<file path="config.mk">
export PLATFORM = sky130hd
export DESIGN_NAME = sgar_status
export DESIGN_NICKNAME = d
export VERILOG_FILES = /design/src/pkg/sgar_pkg.sv /design/src/sgar_status.sv
export SDC_FILE = /design/constraint.sdc
export NUM_CORES = 1
export LEC_CHECK = 0
export BUFFER_PORTS_ARGS = -buffer_cell sky130_fd_sc_hd__buf_2
export CORE_MARGIN = 3
export CORE_UTILIZATION = 36
export CTS_BUF_LIST = sky130_fd_sc_hd__clkbuf_8
export DETAILED_ROUTE_END_ITERATION = 7
export PLACE_DENSITY = 0.78
export SYNTH_ARGS = -nofsm -noshare
export SYNTH_HDL_FRONTEND = slang
export SYNTH_SLANG_ARGS = --single-unit
export TNS_END_PERCENT = 10
</file>
<file path="constraint.sdc">
create_clock -name clk_in -period 1.6 [get_ports clk_in]
set_clock_uncertainty 0.1 [all_clocks]
set_input_delay 0.16 -clock clk_in [delete_from_list [all_inputs] [get_ports clk_in]]
set_output_delay 0.16 -clock clk_in [all_outputs]
set_load 0.01 [all_outputs]
</file>
<file path="src/pkg/sgar_pkg.sv">
// constants for the sgmii negotiation result status block
package sgar_pkg;

    // avalon-mm geometry: byte addresses, one 32-bit word per register
    localparam int ADDR_W = 24;
    localparam int DATA_W = 32;
    localparam int BE_W = 4;
    localparam int REG_W = 16;

    // register indices; byte address is four times the index
    localparam logic [ADDR_W-1:0] IDX_RESULT = 24'h1F8002;
    localparam logic [ADDR_W-1:0] IDX_GATE = 24'h1F8010;
    localparam logic [ADDR_W-1:0] IDX_IRQ_STATUS = 24'h1F8011;
    localparam logic [ADDR_W-1:0] IDX_IRQ_MASK = 24'h1F8012;
    localparam logic [ADDR_W-1:0] ADDR_RESULT = {IDX_RESULT[ADDR_W-3:0], 2'h0};
    localparam logic [ADDR_W-1:0] ADDR_GATE = {IDX_GATE[ADDR_W-3:0], 2'h0};
    localparam logic [ADDR_W-1:0] ADDR_IRQ_STATUS = {IDX_IRQ_STATUS[ADDR_W-3:0], 2'h0};
    localparam logic [ADDR_W-1:0] ADDR_IRQ_MASK = {IDX_IRQ_MASK[ADDR_W-3:0], 2'h0};

    // result register fields
    localparam int RES_LINK_BIT = 4;
    localparam int RES_SPEED_LSB = 2;
    localparam int RES_SPEED_W = 2;
    localparam int RES_DUPLEX_BIT = 1;
    localparam int RES_DONE_BIT = 0;
    localparam int RES_USED_W = 5;

    // gate register fields: completion interrupt enable and negotiation mode
    localparam int GATE_EN_BIT = 0;
    localparam int GATE_MODE_LSB = 1;
    localparam int GATE_MODE_W = 2;
    localparam logic [1:0] MODE_SERDES = 2'h0;
    localparam logic [1:0] MODE_SGMII = 2'h2;
    localparam logic [1:0] GATE_MODE_RESET = MODE_SGMII;

    // speed codes as reported by the partner
    localparam logic [1:0] SPEED_10 = 2'h0;
    localparam logic [1:0] SPEED_100 = 2'h1;
    localparam logic [1:0] SPEED_1000 = 2'h2;

    // interrupt status / mask layout
    localparam int IRQ_W = 2;
    localparam int IRQ_DONE_BIT = 0;
    localparam int IRQ_LINK_BIT = 1;

    // avalon response codes
    localparam logic [1:0] RESP_OKAY = 2'h0;
    localparam logic [1:0] RESP_DECODEERROR = 2'h3;

    // bus handshake phases
    typedef enum logic {BUS_IDLE, BUS_ANSWER} sgar_bus_t;

endpackage

</file>
<file path="src/sgar_status.sv">
// sgmii negotiation result status register bank with avalon-mm slave
// Summary of operation
// - bit 4 reads the link state reported by the partner, 1 means up.
// - bits 3:2 read partner speed: 00 10M, 01 100M, 10 1000M, 11 reserved.
// - bit 1 reads partner duplex, 0 half and 1 full.
// - link, speed and duplex are taken only from sgmii-mode negotiations.
// - bit 0 is set when negotiation finishes and stays set until cleared.
// - software clears bit 0 by writing zero; otherwise only reset clears it.
// - the completion flag sets regardless of the interrupt enable bit.
// - completion interrupt reaches the output only while the enable bit is 1.
`timescale 1ns/1ns
`default_nettype none

module sgar_status
    import sgar_pkg::*;
(
    input wire logic clk_in,
    input wire logic rstn_in,
    // avalon-mm slave
    input wire logic [sgar_pkg::ADDR_W-1:0] avs_address_in,
    input wire logic avs_read_in,
    input wire logic avs_write_in,
    input wire logic [sgar_pkg::DATA_W-1:0] avs_writedata_in,
    input wire logic [sgar_pkg::BE_W-1:0] avs_byteenable_in,
    output logic [sgar_pkg::DATA_W-1:0] avs_readdata_out,
    output logic [1:0] avs_response_out,
    output logic avs_waitrequest_out,
    // results from the negotiation engine, same clock
    input wire logic an_done_in,
    input wire logic partner_link_in,
    input wire logic [sgar_pkg::RES_SPEED_W-1:0] partner_speed_in,
    input wire logic partner_duplex_in,
    // to the negotiation engine and the interrupt controller
    output logic [sgar_pkg::GATE_MODE_W-1:0] an_mode_out,
    output logic irq_out
);
    import sgar_pkg::*;

    // ---------------------------------------------------------------
    // bus handshake
    // ---------------------------------------------------------------
    sgar_bus_t bus_ff;
    sgar_bus_t nxt_bus;
    logic wait_ff;
    logic nxt_wait;
    logic [DATA_W-1:0] rdata_ff;
    logic [DATA_W-1:0] nxt_rdata;
    logic [1:0] resp_ff;
    logic [1:0] nxt_resp;

    wire bus_req = avs_read_in | avs_write_in;
    // a request is committed at the edge where the master sees waitrequest low
    wire bus_commit = bus_req & (bus_ff == BUS_ANSWER);
    wire wr_commit = avs_write_in & bus_commit;

    wire hit_result = (avs_address_in == ADDR_RESULT);
    wire hit_gate = (avs_address_in == ADDR_GATE);
    wire hit_irq_status = (avs_address_in == ADDR_IRQ_STATUS);
    wire hit_irq_mask = (avs_address_in == ADDR_IRQ_MASK);
    wire hit_any = hit_result | hit_gate | hit_irq_status | hit_irq_mask;

    // byte lane 0 carries every writable bit in this bank
    wire lane0 = avs_byteenable_in[0];

    wire wr_result = wr_commit & hit_result & lane0;
    wire wr_gate = wr_commit & hit_gate & lane0;
    wire wr_irq_status = wr_commit & hit_irq_status & lane0;
    wire wr_irq_mask = wr_commit & hit_irq_mask & lane0;

    // ---------------------------------------------------------------
    // register state
    // ---------------------------------------------------------------
    logic link_ff;
    logic nxt_link;
    logic [RES_SPEED_W-1:0] speed_ff;
    logic [RES_SPEED_W-1:0] nxt_speed;
    logic duplex_ff;
    logic nxt_duplex;
    logic done_ff;
    logic nxt_done;
    logic gate_en_ff;
    logic nxt_gate_en;
    logic [GATE_MODE_W-1:0] mode_ff;
    logic [GATE_MODE_W-1:0] nxt_mode;
    logic [IRQ_W-1:0] irq_status_ff;
    logic [IRQ_W-1:0] nxt_irq_status;
    logic [IRQ_W-1:0] irq_mask_ff;
    logic [IRQ_W-1:0] nxt_irq_mask;
    logic irq_ff;
    logic nxt_irq;

    // ---------------------------------------------------------------
    // negotiation results
    // ---------------------------------------------------------------
    wire sgmii_mode = (mode_ff == MODE_SGMII);
    // serdes / 1000base-x results live elsewhere, so only sgmii updates the fields
    wire take_result = an_done_in & sgmii_mode;
    wire link_change = take_result & (partner_link_in != link_ff);

    // completion flag: a zero written to bit 0 clears it, a one does nothing
    wire done_clear = wr_result & ~avs_writedata_in[RES_DONE_BIT];

    // w1c on the interrupt status register
    wire [IRQ_W-1:0] irq_w1c = wr_irq_status ? avs_writedata_in[IRQ_W-1:0] : '0;
    wire [IRQ_W-1:0] irq_events = {link_change, an_done_in};

    // completion interrupt is gated by the enable, link change by its mask only
    wire [IRQ_W-1:0] irq_gate = {1'b1, gate_en_ff};
    wire irq_pending = |(irq_status_ff & irq_mask_ff & irq_gate);

    // ---------------------------------------------------------------
    // read data assembly
    // ---------------------------------------------------------------
    wire [REG_W-1:0] result_word = {
        {(REG_W-RES_USED_W){1'b0}},
        link_ff,
        speed_ff,
        duplex_ff,
        done_ff
    };
    wire [REG_W-1:0] gate_word = {
        {(REG_W-GATE_MODE_W-1){1'b0}},
        mode_ff,
        gate_en_ff
    };
    wire [REG_W-1:0] irq_status_word = {{(REG_W-IRQ_W){1'b0}}, irq_status_ff};
    wire [REG_W-1:0] irq_mask_word = {{(REG_W-IRQ_W){1'b0}}, irq_mask_ff};

    wire [REG_W-1:0] read_mux =
        hit_result ? result_word :
        hit_gate ? gate_word :
        hit_irq_status ? irq_status_word :
        hit_irq_mask ? irq_mask_word : '0;

    // upper half of the word always reads zero
    wire [DATA_W-1:0] read_word = {{(DATA_W-REG_W){1'b0}}, read_mux};

    // ---------------------------------------------------------------
    // next-state logic: bus
    // ---------------------------------------------------------------
    always_comb
    begin
        nxt_bus = bus_ff;
        nxt_wait = wait_ff;
        nxt_rdata = rdata_ff;
        nxt_resp = resp_ff;
        case (bus_ff)
            BUS_IDLE:
            begin
                // data captured here is held through the answer edge
                if (bus_req)
                begin
                    nxt_bus = BUS_ANSWER;
                    nxt_wait = 1'b0;
                    nxt_rdata = avs_read_in ? read_word : '0;
                    nxt_resp = hit_any ? RESP_OKAY : RESP_DECODEERROR;
                end
            end
            BUS_ANSWER:
            begin
                // one answer cycle, then back to stalling
                nxt_bus = BUS_IDLE;
                nxt_wait = 1'b1;
            end
            default:
            begin
                nxt_bus = BUS_IDLE;
                nxt_wait = 1'b1;
            end
        endcase
    end

    // ---------------------------------------------------------------
    // next-state logic: result fields
    // ---------------------------------------------------------------
    always_comb
    begin
        nxt_link = link_ff;
        nxt_speed = speed_ff;
        nxt_duplex = duplex_ff;
        if (take_result)
        begin
            nxt_link = partner_link_in;
            nxt_speed = partner_speed_in;
            nxt_duplex = partner_duplex_in;
        end
    end

    // ---------------------------------------------------------------
    // next-state logic: completion flag
    // ---------------------------------------------------------------
    always_comb
    begin
        nxt_done = done_ff;
        if (done_clear)
        begin
            nxt_done = 1'b0;
        end
        // set wins over a clear in the same cycle; enable plays no part
        if (an_done_in)
        begin
            nxt_done = 1'b1;
        end
    end

    // ---------------------------------------------------------------
    // next-state logic: gate and interrupt registers
    // ---------------------------------------------------------------
    always_comb
    begin
        nxt_gate_en = gate_en_ff;
        nxt_mode = mode_ff;
        nxt_irq_mask = irq_mask_ff;
        if (wr_gate)
        begin
            nxt_gate_en = avs_writedata_in[GATE_EN_BIT];
            nxt_mode = avs_writedata_in[GATE_MODE_LSB +: GATE_MODE_W];
        end
        if (wr_irq_mask)
        begin
            nxt_irq_mask = avs_writedata_in[IRQ_W-1:0];
        end
        // event set beats a simultaneous w1c
        nxt_irq_status = (irq_status_ff & ~irq_w1c) | irq_events;
        nxt_irq = irq_pending;
    end

    // ---------------------------------------------------------------
    // flip-flops
    // ---------------------------------------------------------------
    always_ff @(posedge clk_in or negedge rstn_in)
    begin
        if (!rstn_in)
        begin
            bus_ff <= BUS_IDLE;
            wait_ff <= 1'b1;
            rdata_ff <= '0;
            resp_ff <= RESP_OKAY;
        end
        else
        begin
            bus_ff <= nxt_bus;
            wait_ff <= nxt_wait;
            rdata_ff <= nxt_rdata;
            resp_ff <= nxt_resp;
        end
    end

    always_ff @(posedge clk_in or negedge rstn_in)
    begin
        if (!rstn_in)
        begin
            link_ff <= 1'b0;
            speed_ff <= SPEED_10;
            duplex_ff <= 1'b0;
            done_ff <= 1'b0;
        end
        else
        begin
            link_ff <= nxt_link;
            speed_ff <= nxt_speed;
            duplex_ff <= nxt_duplex;
            done_ff <= nxt_done;
        end
    end

    always_ff @(posedge clk_in or negedge rstn_in)
    begin
        if (!rstn_in)
        begin
            gate_en_ff <= 1'b0;
            mode_ff <= GATE_MODE_RESET;
            irq_status_ff <= '0;
            irq_mask_ff <= '0;
            irq_ff <= 1'b0;
        end
        else
        begin
            gate_en_ff <= nxt_gate_en;
            mode_ff <= nxt_mode;
            irq_status_ff <= nxt_irq_status;
            irq_mask_ff <= nxt_irq_mask;
            irq_ff <= nxt_irq;
        end
    end

    // ---------------------------------------------------------------
    // outputs, all from flops
    // ---------------------------------------------------------------
    assign avs_readdata_out = rdata_ff;
    assign avs_response_out = resp_ff;
    assign avs_waitrequest_out = wait_ff;
    assign an_mode_out = mode_ff;
    assign irq_out = irq_ff;

endmodule

`default_nettype wire

</file>
Word-level counts from Yosys, hierarchy flattened --
Index checks and enable logic that the tools add are counted.
Word-level totals: bits in registers 49, output and inout port bits 38, word-level logic and storage cells 60
Operators by class: eq/ne operators 7, mux-type cells 13, bitwise operators 24, reductions and logical operators 3
Operators by type and width (number):
- $eq 24x23->1 const B | 4
- $and 1x1->1 | 13
- $mux 5 | 2
- $mux 2 | 4
- $and 2x2->2 | 3
- $mux 1 | 4
- $or 1x1->1 | 4
- $pmux 1 s2 | 2
- $mux 3 | 1
- $eq 2x2->1 const B | 1
- $ne 2x2->1 const B | 1
- $not 1->1 | 2
- $not 2->2 | 1
- $or 2x2->2 | 1
- $reduce_and 2->1 | 1
- $reduce_bool 2->1 | 1
- $reduce_or 2->1 | 1
- $ne 1x1->1 | 1

Longest topological paths before layout --
Gate-level depths: netlist (run 1).
word-level depth 9, mapped depth 5, mapped depth without buffers 4

Worst setup path before layout (run 1) --
OpenSTA, ideal clock, no wires.
path kind register -> register, start register bus_ff, end register done_ff, library setup time 0.118 ns, arrival 1.338 ns, required time 1.382 ns, path slack 0.044 ns, stages on the path, launching flop included 5, buffers on the path 0, period minus slack after synthesis 1.556 ns, path through dfrtp_1 and3_2 nand4_2 or4b_1 a21o_1
On the way: word-level cells in the longest chain between the ends 6
Ends and longest elaborated chain:
- start: declaration | RTL line sgar_status.sv:42 | sgar_bus_t bus_ff;
- start signal: assignment | RTL line sgar_status.sv:242 | bus_ff <= nxt_bus;
- $and 1x1->1 | RTL line sgar_status.sv:53 | wire bus_commit = bus_req & (bus_ff == BUS_ANSWER);
- $and 1x1->1 | RTL line sgar_status.sv:54 | wire wr_commit = avs_write_in & bus_commit;
- $and 1x1->1 (2 in series) | RTL line sgar_status.sv:65 | wire wr_result = wr_commit & hit_result & lane0;
- $and 1x1->1 | RTL line sgar_status.sv:101 | wire done_clear = wr_result & ~avs_writedata_in[RES_DONE_BIT];
- $reduce_bool 2->1 (no line)
- end signal: assignment | RTL line sgar_status.sv:263 | done_ff <= nxt_done;
- end: declaration | RTL line sgar_status.sv:79 | logic done_ff;
No other way between the ends. A chain may end at the register's enable or synchronous reset.

Final worst setup path (run 1) --
Ends and elaborated chain as after synthesis.

==> results of run 1 <==
## cell usage in the layout, fill, tap and decap left out, drive strengths merged, types with 3 or more instances in the layout
cell type,n
nand3,6
nor2,3
nor3,4
a32o,3
nor4,7
dfrtp,19
a22o,3
buf,55
clkbuf,3
o21ai,3
inv,5
mux2,9
conb,27
nand2,4
## worst paths after layout
path                                     start                  end  slack (ns)  cells past startpoint
min in group asynchronous              rstn_in  avs_response_out[0]        0.28                      2
min                        partner_speed_in[1]          speed_ff[1]        0.03                      2
max reg2reg                             bus_ff              done_ff        0.03                      4
min reg2reg                            done_ff              done_ff        0.39                      1
max                                     bus_ff              done_ff        0.03                      4
max in group asynchronous              rstn_in  avs_waitrequest_out        0.78                      2
## layout make-up
class	count	area (sq um)	area share, %
Clock buffer	3	41.3	2.53
Clock inverter	1	3.75	0.230
Inverter	4	15.0	0.919
Multi-Input combinational cell	94	683	41.8
Sequential cell	21	528	32.3
Tap cell	46	57.6	3.52
Timing Repair Buffer	56	305	18.7
## timing repair
| action | CTS | global route |
|---|---|---|
| hold endpoints to repair | 19 | 0 |
| hold buffers | 1 | 0 |
| setup buffers | 0 | 0 |
| resized for setup | 0 | 3 |
| setup endpoints to repair | 0 | 3 |
## power by group through the flow
| stage | logic, mW | registers [mW] | clock network [mW] |
|---|---|---|---|
| floorplan | 0.137 | 0.568 | 0 |
| global placement | 0.184 | 0.562 | 0 |
| detailed placement | 0.187 | 0.563 | 0 |
| CTS | 0.190 | 0.553 | 0.355 |
| global route | 0.214 | 0.555 | 0.372 |
| finish | 0.193 | 0.553 | 0.339 |
## routing by layer
metal  share of wire [%]  wire length [um]  global-route usage (%)  up-vias
li1                    -                 -                       -      506
met1                  39              1160                    15.6      508
met2                  48              1420                    23.1       52
met3                  11               315                    3.88        5
met4                 1.9                55                    6.85        0
met5                   0                 0                       0        -
## synth_stat cells (3+ instances only)
cell | number | area share [%]
a22o_1 | 3 | 2.0
a32o_1 | 3 | 2.3
buf_4 | 28 | 16
dfrtp_1 | 19 | 36
inv_1 | 4 | 1.1
mux2_2 | 9 | 7.6
nand2_1 | 4 | 1.1
nand3_1 | 4 | 1.5
nor2_1 | 3 | 0.85
nor3_1 | 3 | 1.1
nor4_1 | 3 | 1.4
nor4_2 | 3 | 2.8
o21ai_0 | 3 | 1.1
## logic make-up after synthesis
group                  share of synthesized area, %
AO/OA/AOI/OAI                                  12.1
XOR/XNOR                                      0.660
buffers and inverters                          17.4
flip-flops                                     39.8
multiplexers                                   8.40
other                                         0.283
AND/OR/NAND/NOR                                21.4
## registers in the layout (all words and copies together), names as in the netlist
signal	count
done_ff	1
irq_mask_ff	2
avs_readdata_out	5
an_mode_out	2
gate_en_ff	1
bus_ff	1
avs_waitrequest_out	1
link_ff	1
irq_status_ff	2
irq_out	1
speed_ff	2
avs_response_out	1
duplex_ff	1
## stage by stage
step	setup slack, ns	std cells
floorplan	0.0439	148
global placement	-0.128	220
detailed placement	-0.204	220
CTS	0.0152	225
global route	-0.0166	225
finish	0.0326	225
## worst max-delay path, cell delays in order (launching register included)
cell and delay, ns:
dfrtp_1 0.35, and3_4 0.19, nand4_4 0.14, or4b_1 0.49, a21o_1 0.19
==> metrics.txt, run 1 <==
status=finished clean; total number of vias=1071; clk_lat worst skew=0.26 ns; Overflow after GRT=0; drt total wl=2950 um; fmax=0.638 GHz; final setup vio count=0; CTS H-tree depth=1; RSZ-0062 raised after global routing=yes; clock buffer depth=2; Final Max Slew Viols=0; Ports=107; Layout area overhead=23.2%; post-synth cell types=40; Worst Hold Class=in2reg; Pwr Density=664 nW/um^2; initial detailed-routing violation count=27; Sum Neg Setup Slack=0 ns; layout cells sized above 1=45.3%; Worst EP required=1.66 ns; TritonCTS Buffers=3; Die X=66.7 um; internal power component=0.793 mW; Root Driver=clkbuf_8; Yosys warning count=0; Setup crit start kind=flip-flop; CP Data Arrival Time=1.63 ns; GPL Wtd Cong=0.849; Sink Count=21; final instance area=1630 sq um; Post-Synthesis Cells=122; FILL cells=341; Seq/Total Area, Yosys=39.8%; Max IR drop VDD=259 uV; wire per inst=13.1 um; Ant. Diodes=0; row cnt=21; flop and latch count out of synthesis=21; Avg Inst Size Synth=10.9 sq um; CP Class=reg2reg; Post-synth EDFFs=0; Final Util=47.5%; Worst-path clk slew=0.07 ns; main flop type after synthesis=dfrtp_1; Port Buffers=47; Combinational Power Share=17.8%; fin crit period=1.57 ns; Post-DP HPWL=2410 um; Switching Fraction=26.9%; initial antenna violation count=0; Min Hold Slack=0.0272 ns; Die Y=66.7 um; Max-slew headroom=63.9%; global-route wire length before repair=4430 um; Die Area=4450 sq um; total track usage=13.7%; drt first pass iters=4; Reg power frac=51.0%; asr flop ratio synth=100%; post-route ant nets=0; Mapped Area=1330 sq um; initial core utilization=38.5%; DP Area=1560 sq um; Final Hold Viols=0; drt drc=0; vias in the first global route=997; Tcrit/Tclk final=98.0%; Max-cap violations=0; clock share of power=31.2%; final net count=249; Via density=4.76; largest net degree at the start of global routing=22; critical path peak fanout=3; CTS tree=yes; actual slew at the worst max-slew pin=0.541 ns; core footprint=3440 sq um; Final Power=1.08 mW; Static Leak=0.819 nW; Psw=0.292 mW; Worst Setup End Kind=flip-flop
Power figures use the tool's default switching activity.
==> run 2: changes to the inputs <==
--- a/config.mk
+++ b/config.mk
@@ -6,7 +6,6 @@
 export NUM_CORES = 1
 export LEC_CHECK = 0
 export BUFFER_PORTS_ARGS = -buffer_cell sky130_fd_sc_hd__buf_2
-export CORE_MARGIN = 3
 export CORE_UTILIZATION = 36
 export CTS_BUF_LIST = sky130_fd_sc_hd__clkbuf_8
 export DETAILED_ROUTE_END_ITERATION = 7
==> run 2 against run 1 <==
Clock-buffer cell count is the same. Non-clock buffer count shrank 2. Flip-flop and latch count is the same. Largest cell class unchanged. First-iteration DRC count shrank 33%. Largest power group unchanged. Worst setup slack lost 0.0070 ns. Critical endpoint unchanged.
==> metrics.txt, run 2 (synthesis gave the netlist of run 1 again) <==
CTS H-tree depth=1 (unchanged); Top Usage Layer GRT=met2; CP max stage delay=0.51 ns (+0.02 ns); hold worst-path end=done_ff; drt first pass iters=4 (unchanged); CTS tree=yes; Sink Count=21 (unchanged); vias in the first global route=985 (-1.2%); Reg2Reg Depth=4 (unchanged); Final Power=1.09 mW (+0.76%); final net count=247 (-0.80%); CP Class=reg2reg; FF-to-FF Start=bus_ff; wire per inst=12.4 um (-5.3%); Combinational Power Share=17.5% (-0.3 points); layout cells sized above 1=45.8% (+0.51 points); Worst EP required=1.66 ns (about the same); Post-DP HPWL=2200 um (-8.7%); Ports=107 (unchanged); post-route ant nets=0 (unchanged); clock buffer depth=2 (unchanged); Final Hold Viols=0 (unchanged); status=finished clean; Overflow after GRT=0 (unchanged); Via density=4.76 (about the same); initial antenna violation count=0 (unchanged); global-route wire length before repair=4570 um (+3.3%); Post-CTS Setup Inserts=0 (unchanged); most frequent cells in the layout=47 x buf_2, 27 x conb_1, 19 x dfrtp_1; met1 usage=20.7% (+5.2 points); initial detailed-routing violation count=18 (-33%); Root Driver=clkbuf_8; Die Area=3930 sq um (-12%); final setup vio count=0 (unchanged); Max IR drop VDD=413 uV (+59%); routing usage on met3=1.82% (-2.1 points); Worst Setup End Kind=flip-flop; Worst-path clk slew=0.08 ns (about the same); critical-path cell list=and3_4 -> nand4_4 -> or4b_4 -> a21o_1; internal power component=0.792 mW (about the same); total number of vias=1061 (-0.93%); Max-slew headroom=59.4% (-4.5 points); row cnt=21 (unchanged); Layout area overhead=23.1% (about the same); Sum Neg Setup Slack=0 ns (unchanged); Setup crit start kind=flip-flop; initial core utilization=38.5% (unchanged); r2r setup slk=0.03 ns (about the same); most common cell after layout, fill and taps aside=buf_2; fin crit period=1.57 ns (+0.00697 ns); Hold Crit Depth=2 (unchanged); routing usage on met2=23.6% (+0.50 points); Tcrit/Tclk final=98.4% (+0.44 points); GPL Wtd Cong=0.816 (-3.8%); slowest stage cell, crit path=or4b_4; drt drc=0 (unchanged); Final Util=47.4% (about the same); placed insts=218 (-0.91%); max reg flops=5 (unchanged); Die Y=62.7 um (-6.0%); RR Endpoint=done_ff; Port Buffers=47 (unchanged); Min Hold Slack=0.0176 ns (-0.00964 ns); core footprint=3440 sq um (unchanged); Worst Hold Class=in2reg; Pwr Density=669 nW/um^2 (+0.84%); TritonCTS Buffers=3 (unchanged); actual slew at the worst max-slew pin=0.608 ns (+0.0673 ns); fmax=0.635 GHz (-0.44%); drt total wl=2770 um (-6.2%); total track usage=14.9% (+1.2 points); Final Non-Filler Cells=223 (-0.89%); clock share of power=32.1% (+0.9 points); Reg power frac=50.5% (-0.5 points); Ant. Diodes=0 (unchanged); CP Data Arrival Time=1.64 ns (about the same); largest net degree at the start of global routing=22 (unchanged); critical path peak fanout=3 (unchanged); Psw=0.301 mW (+3.0%); Static Leak=0.822 nW (+0.40%); Die X=62.7 um (-6.0%); clk_lat worst skew=0.26 ns (about the same); worst hold start=an_done_in; Final Max Slew Viols=0 (unchanged); RSZ-0062 raised after global routing=yes; Max-cap violations=0 (unchanged); Switching Fraction=27.5% (+0.60 points)
==> run 2: cell count changes in the layout (fill, tap and decap cells not counted) <==
cell      delta
buf_4        -2
nor4_4       +1
or4b_4       +1
nor4_2       -1
clkinv_2     +1
or4b_1       -1
inv_1        -1
==> run 2: worst max-delay path: cells and delay by family (launching register included) <==
kind               cells  cell delay, ns
and+or+nand+nor        3            0.84
AOI/OAI and AO/OA      1            0.19
DFF                    1            0.35
==> run 2: power groups by stage <==
| stage | clock network, mW | registers [mW] | logic (mW) |
|---|---|---|---|
| after floorplan | 0 | 0.568 | 0.137 |
| after global placement | 0 | 0.562 | 0.180 |
| after detailed placement | 0 | 0.562 | 0.182 |
| after CTS | 0.361 | 0.552 | 0.187 |
| after global routing | 0.383 | 0.553 | 0.212 |
| final | 0.351 | 0.552 | 0.191 |
==> run 2: layout make-up <==
type / instances / area [sq um]
fill: 342 / 1810
multi-input combinational: 94 / 696
sequential: 21 / 528
timing repair buffer: 54 / 290
tap: 46 / 57.6
clock buffer: 3 / 41.3
inverter: 4 / 15.0
clock inverter: 1 / 5.00
==> run 2: how the worst max path moves through the flow <==
stage,startpoint,to,slack (ns)
after floorplan,bus_ff,done_ff,0.04
after global placement,avs_address_in[4],irq_mask_ff[1],-0.12
after detailed placement,avs_address_in[4],irq_mask_ff[1],-0.17
after CTS,bus_ff,done_ff,0.001
after global routing,bus_ff,done_ff,-0.03
final,bus_ff,done_ff,0.03
==> run 2: repair_timing <==
item,CTS,global route
endpoints found under the setup margin,1,3
gates resized for setup,2,3
hold buffers,1,0
endpoints found under the hold margin,19,0
==> run 2: per-layer routing <==
metal  part of all wire [%]  vias up  wire length [um]
met1                     45      499              1240
met5                      0        -                 0
met4                   0.79        0                22
met3                    6.9        2               190
met2                     47       54              1310
li1                       -      506                 -
==> run 2: through the flow <==
stage / area [sq um] / setup slack, ns
finish: 1630 / 0.0256
global route: 1630 / -0.0286
CTS: 1620 / 0.00121
detailed placement: 1550 / -0.169
global placement: 1550 / -0.116
floorplan: 1420 / 0.0439
==> run 3: changes to the inputs <==
--- a/config.mk
+++ b/config.mk
@@ -10,6 +10,7 @@
 export CTS_BUF_LIST = sky130_fd_sc_hd__clkbuf_8
 export DETAILED_ROUTE_END_ITERATION = 7
 export PLACE_DENSITY = 0.78
+export RECOVER_POWER = 25
 export SYNTH_ARGS = -nofsm -noshare
 export SYNTH_HDL_FRONTEND = slang
 export SYNTH_SLANG_ARGS = --single-unit
==> run 3 against run 2 <==
Worst setup slack stayed put. Die area stayed put. Register-to-register slack hardly changed. Clock-buffer cell count stayed put. Via count stayed put. Wire length hardly changed. Design area stayed put. Hold slack stayed put. Fmax stayed put. Sequential share of layout area stayed put. Non-clock buffer count stayed put. Global-route usage stayed put. Largest power group unchanged.
==> metrics.txt, run 3 (synthesis gave the netlist of run 1 again) <==
clk_lat worst skew=0.26 ns (about the same); Worst Setup End Kind=flip-flop; most common cell after layout, fill and taps aside=buf_2; final net count=247 (unchanged); critical path peak fanout=3 (unchanged); Setup crit start kind=flip-flop; Worst EP required=1.66 ns (about the same); Final Util=47.4% (unchanged); Final Max Slew Viols=0 (unchanged); Post-DP HPWL=2200 um (unchanged); CTS H-tree depth=1 (unchanged); Port Buffers=47 (unchanged); actual slew at the worst max-slew pin=0.608 ns (unchanged); CP Data Arrival Time=1.64 ns (about the same); global-route wire length before repair=4570 um (unchanged); total track usage=14.9% (unchanged); wire per inst=12.4 um (about the same); Final Hold Viols=0 (unchanged); total number of vias=1061 (unchanged); drt total wl=2770 um (about the same); max reg flops=5 (unchanged); drt drc=0 (unchanged); initial antenna violation count=0 (unchanged); Die Y=62.7 um (unchanged); FILL cells=342 (unchanged); met1 usage=20.7% (unchanged); Root Driver=clkbuf_8; Max IR drop VDD=413 uV (about the same); Sink Count=21 (unchanged); most frequent cells in the layout=46 x buf_2, 27 x conb_1, 19 x dfrtp_1; Post-Place Setup Slack=-0.169 ns (unchanged); placed insts=218 (unchanged); Max-slew headroom=59.4% (unchanged); Die Area=3930 sq um (unchanged); Pwr Density=669 nW/um^2 (unchanged); Via density=4.76 (unchanged); Tcrit/Tclk final=98.4% (unchanged); Static Leak=0.822 nW (about the same); routing usage on met2=23.6% (unchanged); final instance area=1630 sq um (unchanged); GPL Wtd Cong=0.816 (unchanged); core footprint=3440 sq um (unchanged); final setup margin=0.0256 ns (unchanged); status=finished clean; initial core utilization=38.5% (unchanged); Worst Hold Class=in2reg; row cnt=21 (unchanged); CP Class=reg2reg; RSZ-0062 raised after global routing=yes; vias in the first global route=985 (unchanged); fin crit period=1.57 ns (unchanged); Ant. Diodes=0 (unchanged); Final Power=1.09 mW (unchanged); post-route ant nets=0 (unchanged); largest net degree at the start of global routing=22 (unchanged); Overflow after GRT=0 (unchanged); Die X=62.7 um (unchanged); final setup vio count=0 (unchanged); routing usage on met3=1.82% (unchanged); layout cells sized above 1=45.8% (unchanged); DP Area=1550 sq um (unchanged); clock buffer depth=2 (unchanged); multi-input combinational cell area=696 sq um (unchanged); Post-CTS Setup Inserts=0 (unchanged); fmax=0.635 GHz (unchanged); drt first pass iters=4 (unchanged); Layout area overhead=23.1% (unchanged); Ports=107 (unchanged); Top Usage Layer GRT=met2; Reg area=528 sq um (unchanged); TritonCTS Buffers=3 (unchanged); Final Non-Filler Cells=223 (unchanged); initial detailed-routing violation count=18 (unchanged); Max-cap violations=0 (unchanged); Worst-path clk slew=0.08 ns (about the same); CTS tree=yes
==> run 3: cell count changes in the layout (fill, tap and decap cells not counted) <==
| cell | delta |
|---|---|
| buf_2 | -1 |
| clkbuf_2 | +1 |
==> run 3: cell type report <==
class	count	area share, %
Tap cell	46	3.52
Sequential cell	21	32.3
Multi-Input combinational cell	94	42.6
Clock inverter	1	0.307
Inverter	4	0.920
Clock buffer	3	2.53
Timing Repair Buffer	54	17.8
==> run 3: final timing paths <==
check	slack, ns	depth (start not counted)	endpoint	startpoint
worst max-delay path	0.03	4	done_ff	bus_ff
worst min-delay path	0.02	2	done_ff	an_done_in
worst max register to register	0.03	4	done_ff	bus_ff
worst min register to register	0.38	1	done_ff	done_ff
max in group asynchronous	0.74	2	an_mode_out[1]	rstn_in
min in group asynchronous	0.30	2	avs_readdata_out[0]	rstn_in
==> run 3: report_power, final <==
group          leakage, nW  internal (mW)  switching (mW)
Clock               0.0255          0.174           0.177
Sequential           0.271          0.545         0.00637
Combinational        0.526         0.0733           0.118
Total                0.822          0.792           0.301
==> run 3: metrics by stage <==
| step | TNS (ns) | hold slack [ns] |
|---|---|---|
| 3_3_place_gp | -0.669 | 0.0348 |
| 4_1_cts | 0 | 0.0146 |
| 6_report | 0 | 0.0176 |
| 5_1_grt | -0.0323 | 0.0185 |
| 2_1_floorplan | 0 | -0.236 |
| 3_5_place_dp | -0.962 | 0.0404 |
==> run 3: critical path, stage by stage, from the launching register on <==
cell	delay (ns)
dfrtp_1	0.35
and3_4	0.19
nand4_4	0.14
or4b_4	0.51
a21o_1	0.19
==> run 3: what timing repair did <==
action,CTS,global route
setup endpoints to repair,1,3
hold endpoints to repair,19,0
hold buffers,1,0
gates resized for setup,2,3
==> run 3: routing by layer <==
layer	share of wire [%]	vias to the layer above
li1	-	506
met1	45	499
met2	47	54
met3	6.9	2
met4	0.80	0
met5	0	-
